$ cat config.mk
export PLATFORM = sky130hd
export DESIGN_NAME = operand_effective_address_gen
export DESIGN_NICKNAME = d
export VERILOG_FILES = /design/src/verilog/ea_pkg.sv /design/src/verilog/operand_effective_address_gen.sv
export VERILOG_INCLUDE_DIRS = /design/src /design/src/verilog
export SDC_FILE = /design/constraint.sdc
export NUM_CORES = 1
export LEC_CHECK = 0
export BUFFER_PORTS_ARGS = -buffer_cell sky130_fd_sc_hd__buf_2
export CORE_MARGIN = 2
export CORE_UTILIZATION = 40
export CTS_BUF_LIST = sky130_fd_sc_hd__clkbuf_2
export CTS_CLUSTER_DIAMETER = 100
export DETAILED_ROUTE_END_ITERATION = 12
export PLACE_DENSITY = 0.64
export SLEW_MARGIN = 20
export SYNTH_ARGS = -nofsm -noshare
export SYNTH_HDL_FRONTEND = slang
export SYNTH_SLANG_ARGS = --single-unit
$ cat constraint.sdc
create_clock -name clock -period 4.3 [get_ports clock]
set_clock_uncertainty 0.15 [all_clocks]
set_input_delay 0.215 -clock clock [delete_from_list [all_inputs] [get_ports clock]]
set_output_delay 0.215 -clock clock [all_outputs]
set_load 0.02 [all_outputs]
$ cat src/verilog/ea_regs.svh
// constants for the operand effective address generator
// How it works
// - immediate operand comes from one or two instruction bytes; pop count always 16-bit
// - direct mode uses the 16-bit instruction address field as the offset
// - bit-field operations accept a 4-bit literal giving the field length
// - register-indirect selects source index, destination index or base word as offset
// - block operands are addressed with the current index value, modified afterwards
// - after each block element the index steps by one (byte) or two (word)
// - block source always uses source index, block destination always destination index
// - repeated block operations count down the count word, stopping when exhausted
// - indexed mode adds a signed displacement to the source or destination index
// - based mode adds a signed displacement to base pointer or base word
// - based-indexed sums displacement, one base register and one index register
// - any base register may pair with any index register
// - base pointer use selects the stack segment unless a prefix overrides it
// - a one-byte displacement is sign-extended to 16 bits before adding
`ifndef EA_REGS_SVH
`define EA_REGS_SVH

// ==========================================
// pointer select codes for indirect mode and index write port
`define EA_PTR_SRC    2'h0
`define EA_PTR_DST    2'h1
`define EA_PTR_BASE   2'h2
`define EA_PTR_COUNT  2'h3

// ==========================================
// reset values and step sizes
`define EA_INDEX_RESET 16'h0000
`define EA_COUNT_RESET 16'h0000
`define EA_STEP_BYTE   16'h0001
`define EA_STEP_WORD   16'h0002
`define EA_COUNT_ONE   16'h0001
`define EA_ZERO16      16'h0000

`endif

$ cat src/verilog/ea_pkg.sv
// types shared by the operand effective address generator
package ea_pkg;

  typedef enum logic [6:0] {
    MODE_IMMEDIATE     = 7'h01,
    MODE_DIRECT        = 7'h02,
    MODE_INDIRECT      = 7'h04,
    MODE_BLOCK         = 7'h08,
    MODE_INDEXED       = 7'h10,
    MODE_BASED         = 7'h20,
    MODE_BASED_INDEXED = 7'h40
  } mode_t;

  typedef enum logic [1:0] {
    SEG_DATA0   = 2'h0,
    SEG_STACK   = 2'h1,
    SEG_DATA1   = 2'h2,
    SEG_PROGRAM = 2'h3
  } seg_t;

endpackage

$ cat src/verilog/operand_effective_address_gen.sv
// operand effective address generator with block index stepping
`timescale 1ns/1ps
`include "ea_regs.svh"

module operand_effective_address_gen (
  input  wire logic          clock,
  input  wire logic          reset_n,
  input  wire logic          req_valid,
  input  ea_pkg::mode_t      mode,
  input  wire logic [1:0]    ptr_sel,
  input  wire logic          base_sel,
  input  wire logic          index_sel,
  input  wire logic [7:0]    disp_low,
  input  wire logic [7:0]    disp_high,
  input  wire logic          disp_is_byte,
  input  wire logic          word_op,
  input  wire logic          pop_value,
  input  wire logic          bit_field_op,
  input  wire logic [3:0]    nibble_literal,
  input  wire logic          block_dst,
  input  wire logic          rep_active,
  input  wire logic          direction_flag,
  input  wire logic          seg_override_valid,
  input  ea_pkg::seg_t       seg_override,
  input  wire logic [15:0]   base_word_reg,
  input  wire logic [15:0]   base_pointer_reg,
  input  wire logic          idx_wr_en,
  input  wire logic [1:0]    idx_wr_sel,
  input  wire logic [15:0]   idx_wr_data,
  output logic               ea_valid_r,
  output logic [15:0]        ea_offset_r,
  output logic [15:0]        operand_value_r,
  output logic               operand_is_imm_r,
  output logic [3:0]         field_length_r,
  output ea_pkg::seg_t       segment_r,
  output logic               rep_done_r,
  output logic [15:0]        src_r,
  output logic [15:0]        dst_r,
  output logic [15:0]        count_r
);

  // ==========================================
  // operand selection
  logic [15:0]   offset_sel;
  logic          hit_sel;
  logic          imm_sel;
  ea_pkg::seg_t  seg_sel;

  wire [15:0] disp_ext   = disp_is_byte ? {{8{disp_low[7]}}, disp_low} : {disp_high, disp_low};
  wire [15:0] base_val   = base_sel ? base_word_reg : base_pointer_reg;
  wire [15:0] index_val  = index_sel ? dst_r : src_r;
  wire [15:0] ptr_val    = (ptr_sel == `EA_PTR_DST)  ? dst_r :
                           (ptr_sel == `EA_PTR_BASE) ? base_word_reg : src_r;
  wire        imm_word   = word_op | pop_value;
  wire [15:0] imm_val    = imm_word ? {disp_high, disp_low} : {8'h00, disp_low};
  wire [15:0] step       = word_op ? `EA_STEP_WORD : `EA_STEP_BYTE;
  wire [15:0] blk_reg    = block_dst ? dst_r : src_r;
  wire [15:0] blk_next   = direction_flag ? blk_reg - step : blk_reg + step;
  wire        is_block   = req_valid && (mode == ea_pkg::MODE_BLOCK);
  wire        count_zero = (count_r == `EA_ZERO16);
  wire        rep_stop   = is_block && rep_active && count_zero;
  wire        elem_go    = is_block && !rep_stop;
  wire        bp_used    = !base_sel && ((mode == ea_pkg::MODE_BASED) || (mode == ea_pkg::MODE_BASED_INDEXED));

  always_comb
  begin
    offset_sel = `EA_ZERO16;
    hit_sel    = 1'b1;
    imm_sel    = 1'b0;
    unique case (mode)
      ea_pkg::MODE_IMMEDIATE:     imm_sel = 1'b1;
      ea_pkg::MODE_DIRECT:        offset_sel = {disp_high, disp_low};
      ea_pkg::MODE_INDIRECT:
      begin
        offset_sel = ptr_val;
        hit_sel    = (ptr_sel != `EA_PTR_COUNT);
      end
      ea_pkg::MODE_BLOCK:
      begin
        offset_sel = blk_reg;
        hit_sel    = !rep_stop;
      end
      ea_pkg::MODE_INDEXED:       offset_sel = index_val + disp_ext;
      ea_pkg::MODE_BASED:         offset_sel = base_val + disp_ext;
      ea_pkg::MODE_BASED_INDEXED: offset_sel = base_val + index_val + disp_ext;
      default:                    hit_sel = 1'b0;
    endcase
  end

  // block destination segment cannot be overridden; everything else honours the prefix
  always_comb
  begin
    if (mode == ea_pkg::MODE_BLOCK && block_dst)
      seg_sel = ea_pkg::SEG_DATA1;
    else if (seg_override_valid)
      seg_sel = seg_override;
    else if (bp_used)
      seg_sel = ea_pkg::SEG_STACK;
    else
      seg_sel = ea_pkg::SEG_DATA0;
  end

  // ==========================================
  // index and count registers; hardware stepping wins over a same-cycle write
  wire        src_step  = elem_go && !block_dst;
  wire        dst_step  = elem_go && block_dst;
  wire        cnt_step  = elem_go && rep_active;
  wire [15:0] src_nxt   = src_step ? blk_next :
                          (idx_wr_en && idx_wr_sel == `EA_PTR_SRC) ? idx_wr_data : src_r;
  wire [15:0] dst_nxt   = dst_step ? blk_next :
                          (idx_wr_en && idx_wr_sel == `EA_PTR_DST) ? idx_wr_data : dst_r;
  wire [15:0] count_nxt = cnt_step ? count_r - `EA_COUNT_ONE :
                          (idx_wr_en && idx_wr_sel == `EA_PTR_COUNT) ? idx_wr_data : count_r;
  wire        rep_done_nxt = is_block && rep_active && (count_zero || count_r == `EA_COUNT_ONE);

  always_ff @(posedge clock)
  begin
    if (!reset_n)
    begin
      src_r   <= `EA_INDEX_RESET;
      dst_r   <= `EA_INDEX_RESET;
      count_r <= `EA_COUNT_RESET;
    end
    else
    begin
      src_r   <= src_nxt;
      dst_r   <= dst_nxt;
      count_r <= count_nxt;
    end
  end

  // ==========================================
  // answer registers
  always_ff @(posedge clock)
  begin
    if (!reset_n)
    begin
      ea_valid_r       <= 1'b0;
      ea_offset_r      <= `EA_ZERO16;
      operand_value_r  <= `EA_ZERO16;
      operand_is_imm_r <= 1'b0;
      field_length_r   <= 4'h0;
      segment_r        <= ea_pkg::SEG_DATA0;
      rep_done_r       <= 1'b0;
    end
    else
    begin
      ea_valid_r <= req_valid && hit_sel;
      rep_done_r <= rep_done_nxt;
      if (req_valid && hit_sel)
      begin
        ea_offset_r      <= offset_sel;
        operand_value_r  <= imm_sel ? imm_val : `EA_ZERO16;
        operand_is_imm_r <= imm_sel;
        field_length_r   <= bit_field_op ? nibble_literal : 4'h0;
        segment_r        <= seg_sel;
      end
    end
  end
endmodule
==> out/metrics.yaml, run 1 <==
peakVddDrop_mv: 0.08806
period_share: 0.8443
vias: 8349
cap_violations: 0
viasPerCell: 5.810
power_leakage_nw: 4.416
postCtsSetupRepairBufs: 0
synth-edff-count: 0
netlist_instances: 955
drtPass1Iterations: 5
post_dp_cell_area_um2: 9081
wl_per_cell_um: 19.75
synth_seq_cells: 89
timing.fmax_mhz: 275.5
tightestPinTransition_ns: 0.7872
cts_made_buffers: 9
clk_pin_slew_worst_paths_ns: 0.27
clkLatencyLatePin_ns: 0.63
hold_start: "pop_value"
initial_core_util: 0.4083
cp-start-kind: "flip-flop"
die_area_um2: 21010
clockBufferDepth: 2
cts_resized: 0
gr-total-overflow: 0
critPathLaunch: "dst_r[4]"
core_um2: 19460
worstPathArrival_ns: 4.06
postSynthNetCount: 1118
synth_warnings: 0
yosysMostFrequentCell: "nor2_1"
drt_wl_total_mm: 28.39
grt_util_all_layers: 0.2648
slew_headroom: 0.4752
io_buffers: 183
place.gp.congestion: 0.9640
drtIter0Drc: 728
htree_levels: 3
critPathCaptureType: "flip-flop"
rsz0062_at_grt: "no"
fin_area_um2: 9776
synth_common_cells: "nor2_1 (93), dfxtp_1 (89), nand2_1 (64), a21oi_1 (60), mux2_2 (59)"
die_x_um: 144.9
power.density_nw_per_um2: 213.5
ctsHoldBuffers: 59
io_pins: 184
yosys-top-cells-area: "dfxtp_1 (22%), mux2_2 (8.4%), ha_1 (7.9%), mux2i_1 (5.2%), fa_1 (4.5%)"
synth_cell_type_count: 61
hold_class: "input port to flip-flop"
critPathKind: "flip-flop to flip-flop"
yosysTopAreaCell: "dfxtp_1"
final-setup-viol-count: 0
required_ns: 4.73
reg2reg_from: "dst_r[4]"
avgSynthCellArea_um2: 8.321
cts-root-buf: "clkbuf_2"
cts_tree: "built"
slew_violations: 0
area_growth_pct: 23.02
outcome: "completed"
first_global_vias: 7848
synthArstFlopShare: 0
remaining_drc_errors: 0
syn-cell-area_um2: 7946
grt_max_degree: 50
dp_hpwl_mm: 21.90
synth_seq_area_share: 0.2242
die_h_um: 144.9
synth_top_area_frac: 0.2242
nets: 1329
synth_ff_type: "dfxtp_1"
layout_setup_ws_ns: 0.6697
min_period_ns: 3.630
grt_pass1_wl_mm: 44.00
hold_viol_final: 0
final.setup.tns_ns: 0
ant_nets: 0
dpl_worst_slack_ns: 0.4317
drive_above_1_share: 0.2442
cp_max_fo: 5
clock-sinks: 89
rows: 51
antenna_found_initial: 1
==> report_power, final <==
part           switching (mW)  internal [mW]  total, mW  leakage, nW
combinational           0.462          0.340      0.803         3.63
sequential             0.0286          0.848      0.876        0.721
clock                   0.328         0.0809      0.409       0.0623
==> routing by layer <==
layer / GRT usage / wire length, um / up-vias / part of all wire
met5: 0 / 0 / - / 0
met4: 0.07822 / 651 / 0 / 0.023
met3: 0.04874 / 2274 / 37 / 0.080
met2: 0.4090 / 12610 / 370 / 0.44
met1: 0.3756 / 12850 / 3929 / 0.45
li1: - / - / 4013 / -
==> sequential cells by signal (all words and copies together) (netlist names) <==
signal / cells
count_r: 16
dst_r: 16
ea_offset_r: 16
ea_valid_r: 1
field_length_r: 4
operand_is_imm_r: 1
operand_value_r: 16
rep_done_r: 1
segment_r: 2
src_r: 16
==> final timing paths <==
path / end / slack, ns / cells past startpoint
worst min register to register: field_length_r[0] / 0.32 / 2
worst min-delay path: operand_value_r[12] / 0.06 / 4
worst max register to register: ea_offset_r[14] / 0.67 / 10
worst max-delay path: ea_offset_r[14] / 0.67 / 10
==> layout make-up <==
cell class,instances,area (um^2)
Clock buffer,10,50.05
Sequential cell,89,1782
Antenna cell,1,2.502
Tap cell,265,331.6
Clock inverter,6,43.79
Multi-Input combinational cell,779,5834
Fill cell,1917,9687
Inverter,30,112.6
Timing Repair Buffer,257,1619
==> worst max-delay path, stage by stage, from the launching register on <==
cell and delay (ns):
dfxtp_1 0.44, mux2_2 0.31, fa_1 0.46, ha_1 0.36, a21o_1 0.19, a2111oi_0 0.67
a211oi_1 0.26, a221oi_1 0.38, o21ai_0 0.13, o31a_1 0.11, o211ai_1 0.15
==> logic make-up (layout without fill, tap and decap cells) <==
family / Yosys count / after routing / synth area share
adders and majority gates: 68 / 68 / 0.1241
and+or+nand+nor: 264 / 264 / 0.1608
AOI/OAI and AO/OA: 307 / 307 / 0.2685
DFF: 89 / 89 / 0.2242
muxes: 100 / 100 / 0.1353
buffers and inverters: 87 / 303 / 0.04314
xor gates and xnor gates: 40 / 40 / 0.04409
other: 0 / 1 / 0
==> cells in the final DEF, fill, tap and decap left out, drive strengths merged, types with 6 or more instances in the layout <==
master       instances
a211oi              37
a21o                13
a21oi               60
a221oi               9
a22o                 6
a22oi               23
a311oi               6
a31oi                8
and3                12
buf                198
clkbuf              10
dfxtp               89
dlygate4sd3         59
fa                  18
ha                  50
inv                 31
mux2                59
mux2i               41
nand2               64
nand2b               9
nand3               19
nand4                7
nor2                93
nor2b                7
nor3                14
nor4                 8
o211ai               6
o21a                18
o21ai               50
o221ai              19
o31ai               12
or3                  7
xnor2               25
xor2                15
==> metrics by stage <==
stage | instances | hold WS [ns] | utilization | total power, mW
2_1_floorplan | 955 | 0.2010 | - | 1.415
3_3_place_gp | 1361 | 0.2872 | 0.4666 | 1.642
3_5_place_dp | 1361 | 0.2925 | 0.4666 | 1.645
4_1_cts | 1436 | 0.004766 | 0.5018 | 2.088
5_1_grt | 1437 | 0.03409 | 0.5023 | 2.221
6_report | 1437 | 0.05691 | 0.5023 | 2.087
No activity file was read; power rests on OpenSTA's default activity.
==> run 2: changes to the inputs <==
- clock period: 4.3 -> 3.8 ns (I/O delays scaled with it)
==> run 2 against run 1 <==
  * The flow now finishes with violations (DRC)
  * First-iteration DRC count up 10%
  * Highest routed layer unchanged
  * Flip-flop and latch count unchanged
  * Maximum frequency up 1.7%
  * Largest cell class unchanged
  * Critical endpoint is now ea_offset_r[15]
==> out/metrics.yaml, run 2 (synthesis gave the netlist of run 1 again) <==
layout_setup_ws_ns: 0.2288  # was 0.6697 ns
fillCellCount: 1892  # was 1,917
worstPathArrival_ns: 3.97  # was 4.06 ns
cts_tree: "built"  # unchanged
postCtsSetupRepairBufs: 0  # unchanged
gr-total-overflow: 0  # unchanged
die_x_um: 144.9  # unchanged
htree_levels: 3  # unchanged
r2r_cells: 11  # was 10
die_area_um2: 21010  # unchanged
cap_violations: 0  # unchanged
clk_pin_slew_worst_paths_ns: 0.25  # was 0.27 ns
tightestPinTransition_ns: 0.7308  # was 0.7872 ns
cp_max_fo: 5  # unchanged
nets: 1347  # was 1,329
timing.rr.end: "ea_offset_r[15]"  # was ea_offset_r[14]
cts_made_buffers: 9  # unchanged
rows: 51  # unchanged
grt_util_all_layers: 0.2691  # was 0.2648
peakVddDrop_mv: 0.1029  # was 0.08806 mV
rsz0062_at_grt: "no"  # unchanged
r2r_setup_slack_ns: 0.23  # was 0.67 ns
slew_violations: 0  # unchanged
dp_hpwl_mm: 22.32  # was 21.90 mm
clkLatencyLatePin_ns: 0.63  # about the same
violations: "DRC"
remaining_drc_errors: 1  # was 0
hold_class: "input port to flip-flop"  # unchanged
holdWs_ns: 0.09017  # was 0.05691 ns
slew_headroom: 0.5102  # was 0.4752
mostFrequentLayoutCell: "buf_2"  # unchanged
critPathCaptureType: "flip-flop"  # unchanged
grt_max_degree: 37  # was 50
clockBufferDepth: 2  # unchanged
viasPerCell: 5.887  # was 5.810
grt_pass1_wl_mm: 44.66  # was 44.00 mm
power.density_nw_per_um2: 238.8  # was 213.5 nW/um^2
outcome: "complete, but fails checks"  # was completed
die_h_um: 144.9  # unchanged
vias: 8572  # was 8,349
io_buffers: 183  # unchanged
critPathLaunch: "src_r[1]"  # was dst_r[4]
drtPass1Iterations: 9  # was 5
timing.fmax_mhz: 280.0  # was 275.5 MHz
cts-root-buf: "clkbuf_2"  # unchanged
initial_core_util: 0.4083  # unchanged
period_share: 0.9398  # was 0.8443
drt_wl_total_mm: 28.92  # was 28.39 mm
antenna_found_initial: 2  # was 1
dpl_worst_slack_ns: 0.1278  # was 0.4317 ns
drive_above_1_share: 0.2515  # was 0.2442
final-setup-viol-count: 0  # unchanged
final.setup.tns_ns: 0  # unchanged
cp-start-kind: "flip-flop"  # unchanged
clock-sinks: 89  # unchanged
final_cell_mix: "buf_2 (183), nor2_1 (93), dfxtp_1 (89)"  # unchanged
hold_viol_final: 0  # unchanged
cp-endpoint: "ea_offset_r[15]"  # was ea_offset_r[14]
critPathKind: "flip-flop to flip-flop"  # unchanged
final_core_utilization: 0.5100  # was 0.5023
first_global_vias: 7870  # was 7,848
core_um2: 19460  # unchanged
min_period_ns: 3.571  # was 3.630 ns
drtIter0Drc: 803  # was 728
hold_path_depth: 5  # was 4
multi_input_area_um2: 5839  # was 5834 um^2
place.gp.congestion: 0.9663  # was 0.9640
io_pins: 184  # unchanged
area_growth_pct: 24.91  # was 23.02%
power_leakage_nw: 4.498  # was 4.416 nW
ant_nets: 0  # unchanged
reg2reg_from: "src_r[1]"  # was dst_r[4]
wl_per_cell_um: 19.87  # was 19.75 um
regArea_um2: 1782  # unchanged
required_ns: 4.19  # was 4.73 ns
[run 2: how the worst min path moves through the flow]
| stage | from | to | slack [ns] |
|---|---|---|---|
| floorplan | idx_wr_data[4] | count_r[4] | 0.18 |
| global placement | field_length_r[0] | field_length_r[0] | 0.29 |
| detailed placement | field_length_r[0] | field_length_r[0] | 0.30 |
| CTS | mode[1] | ea_offset_r[12] | 0.04 |
| global route | block_dst | segment_r[0] | 0.09 |
| finish | mode[1] | ea_offset_r[12] | 0.09 |
[run 2: power breakdown]
group          switching, mW  internal [mW]
sequential            0.0320          0.959
combinational          0.538          0.396
clock                  0.360         0.0855
total                  0.929           1.44
[run 2: final cells by class]
type,count,share of cell area
antenna,2,0.0005042
clock buffer,9,0.004538
clock inverter,7,0.004664
inverter,30,0.01135
multi-input combinational,779,0.5883
sequential,89,0.1795
tap,265,0.03340
timing repair buffer,275,0.1777
[run 2: metrics by stage]
| step | total power [mW] | instance area, um^2 | instances |
|---|---|---|---|
| after floorplan | 1.601 | 7946 | 955 |
| after global placement | 1.867 | 9186 | 1375 |
| after detailed placement | 1.874 | 9186 | 1375 |
| after CTS | 2.362 | 9908 | 1454 |
| after global routing | 2.518 | 9923 | 1455 |
| final | 2.370 | 9926 | 1456 |
[run 2: timing repair]
item | CTS | global route
gates resized for setup | 0 | 4
setup endpoints to repair | 0 | 5
hold buffers | 63 | 0
hold endpoints to repair | 84 | 0
[run 2: layer usage]
metal / vias to the layer above / GRT usage / wire [um]
met5: - / 0 / 0
met4: 0 / 0.06980 / 638
met3: 42 / 0.04937 / 2460
met2: 397 / 0.4221 / 12630
met1: 4063 / 0.3803 / 13200
li1: 4070 / - / -
[run 2: critical path, cell delays in order (launching register included)]
cell	delay (ns)
dfxtp_1	0.44
mux2_2	0.33
fa_1	0.47
ha_1	0.23
fa_1	0.49
a21oi_1	0.22
o221ai_1	0.22
nand2_1	0.21
o211ai_1	0.14
xnor2_1	0.15
a211o_1	0.29
a22o_1	0.17
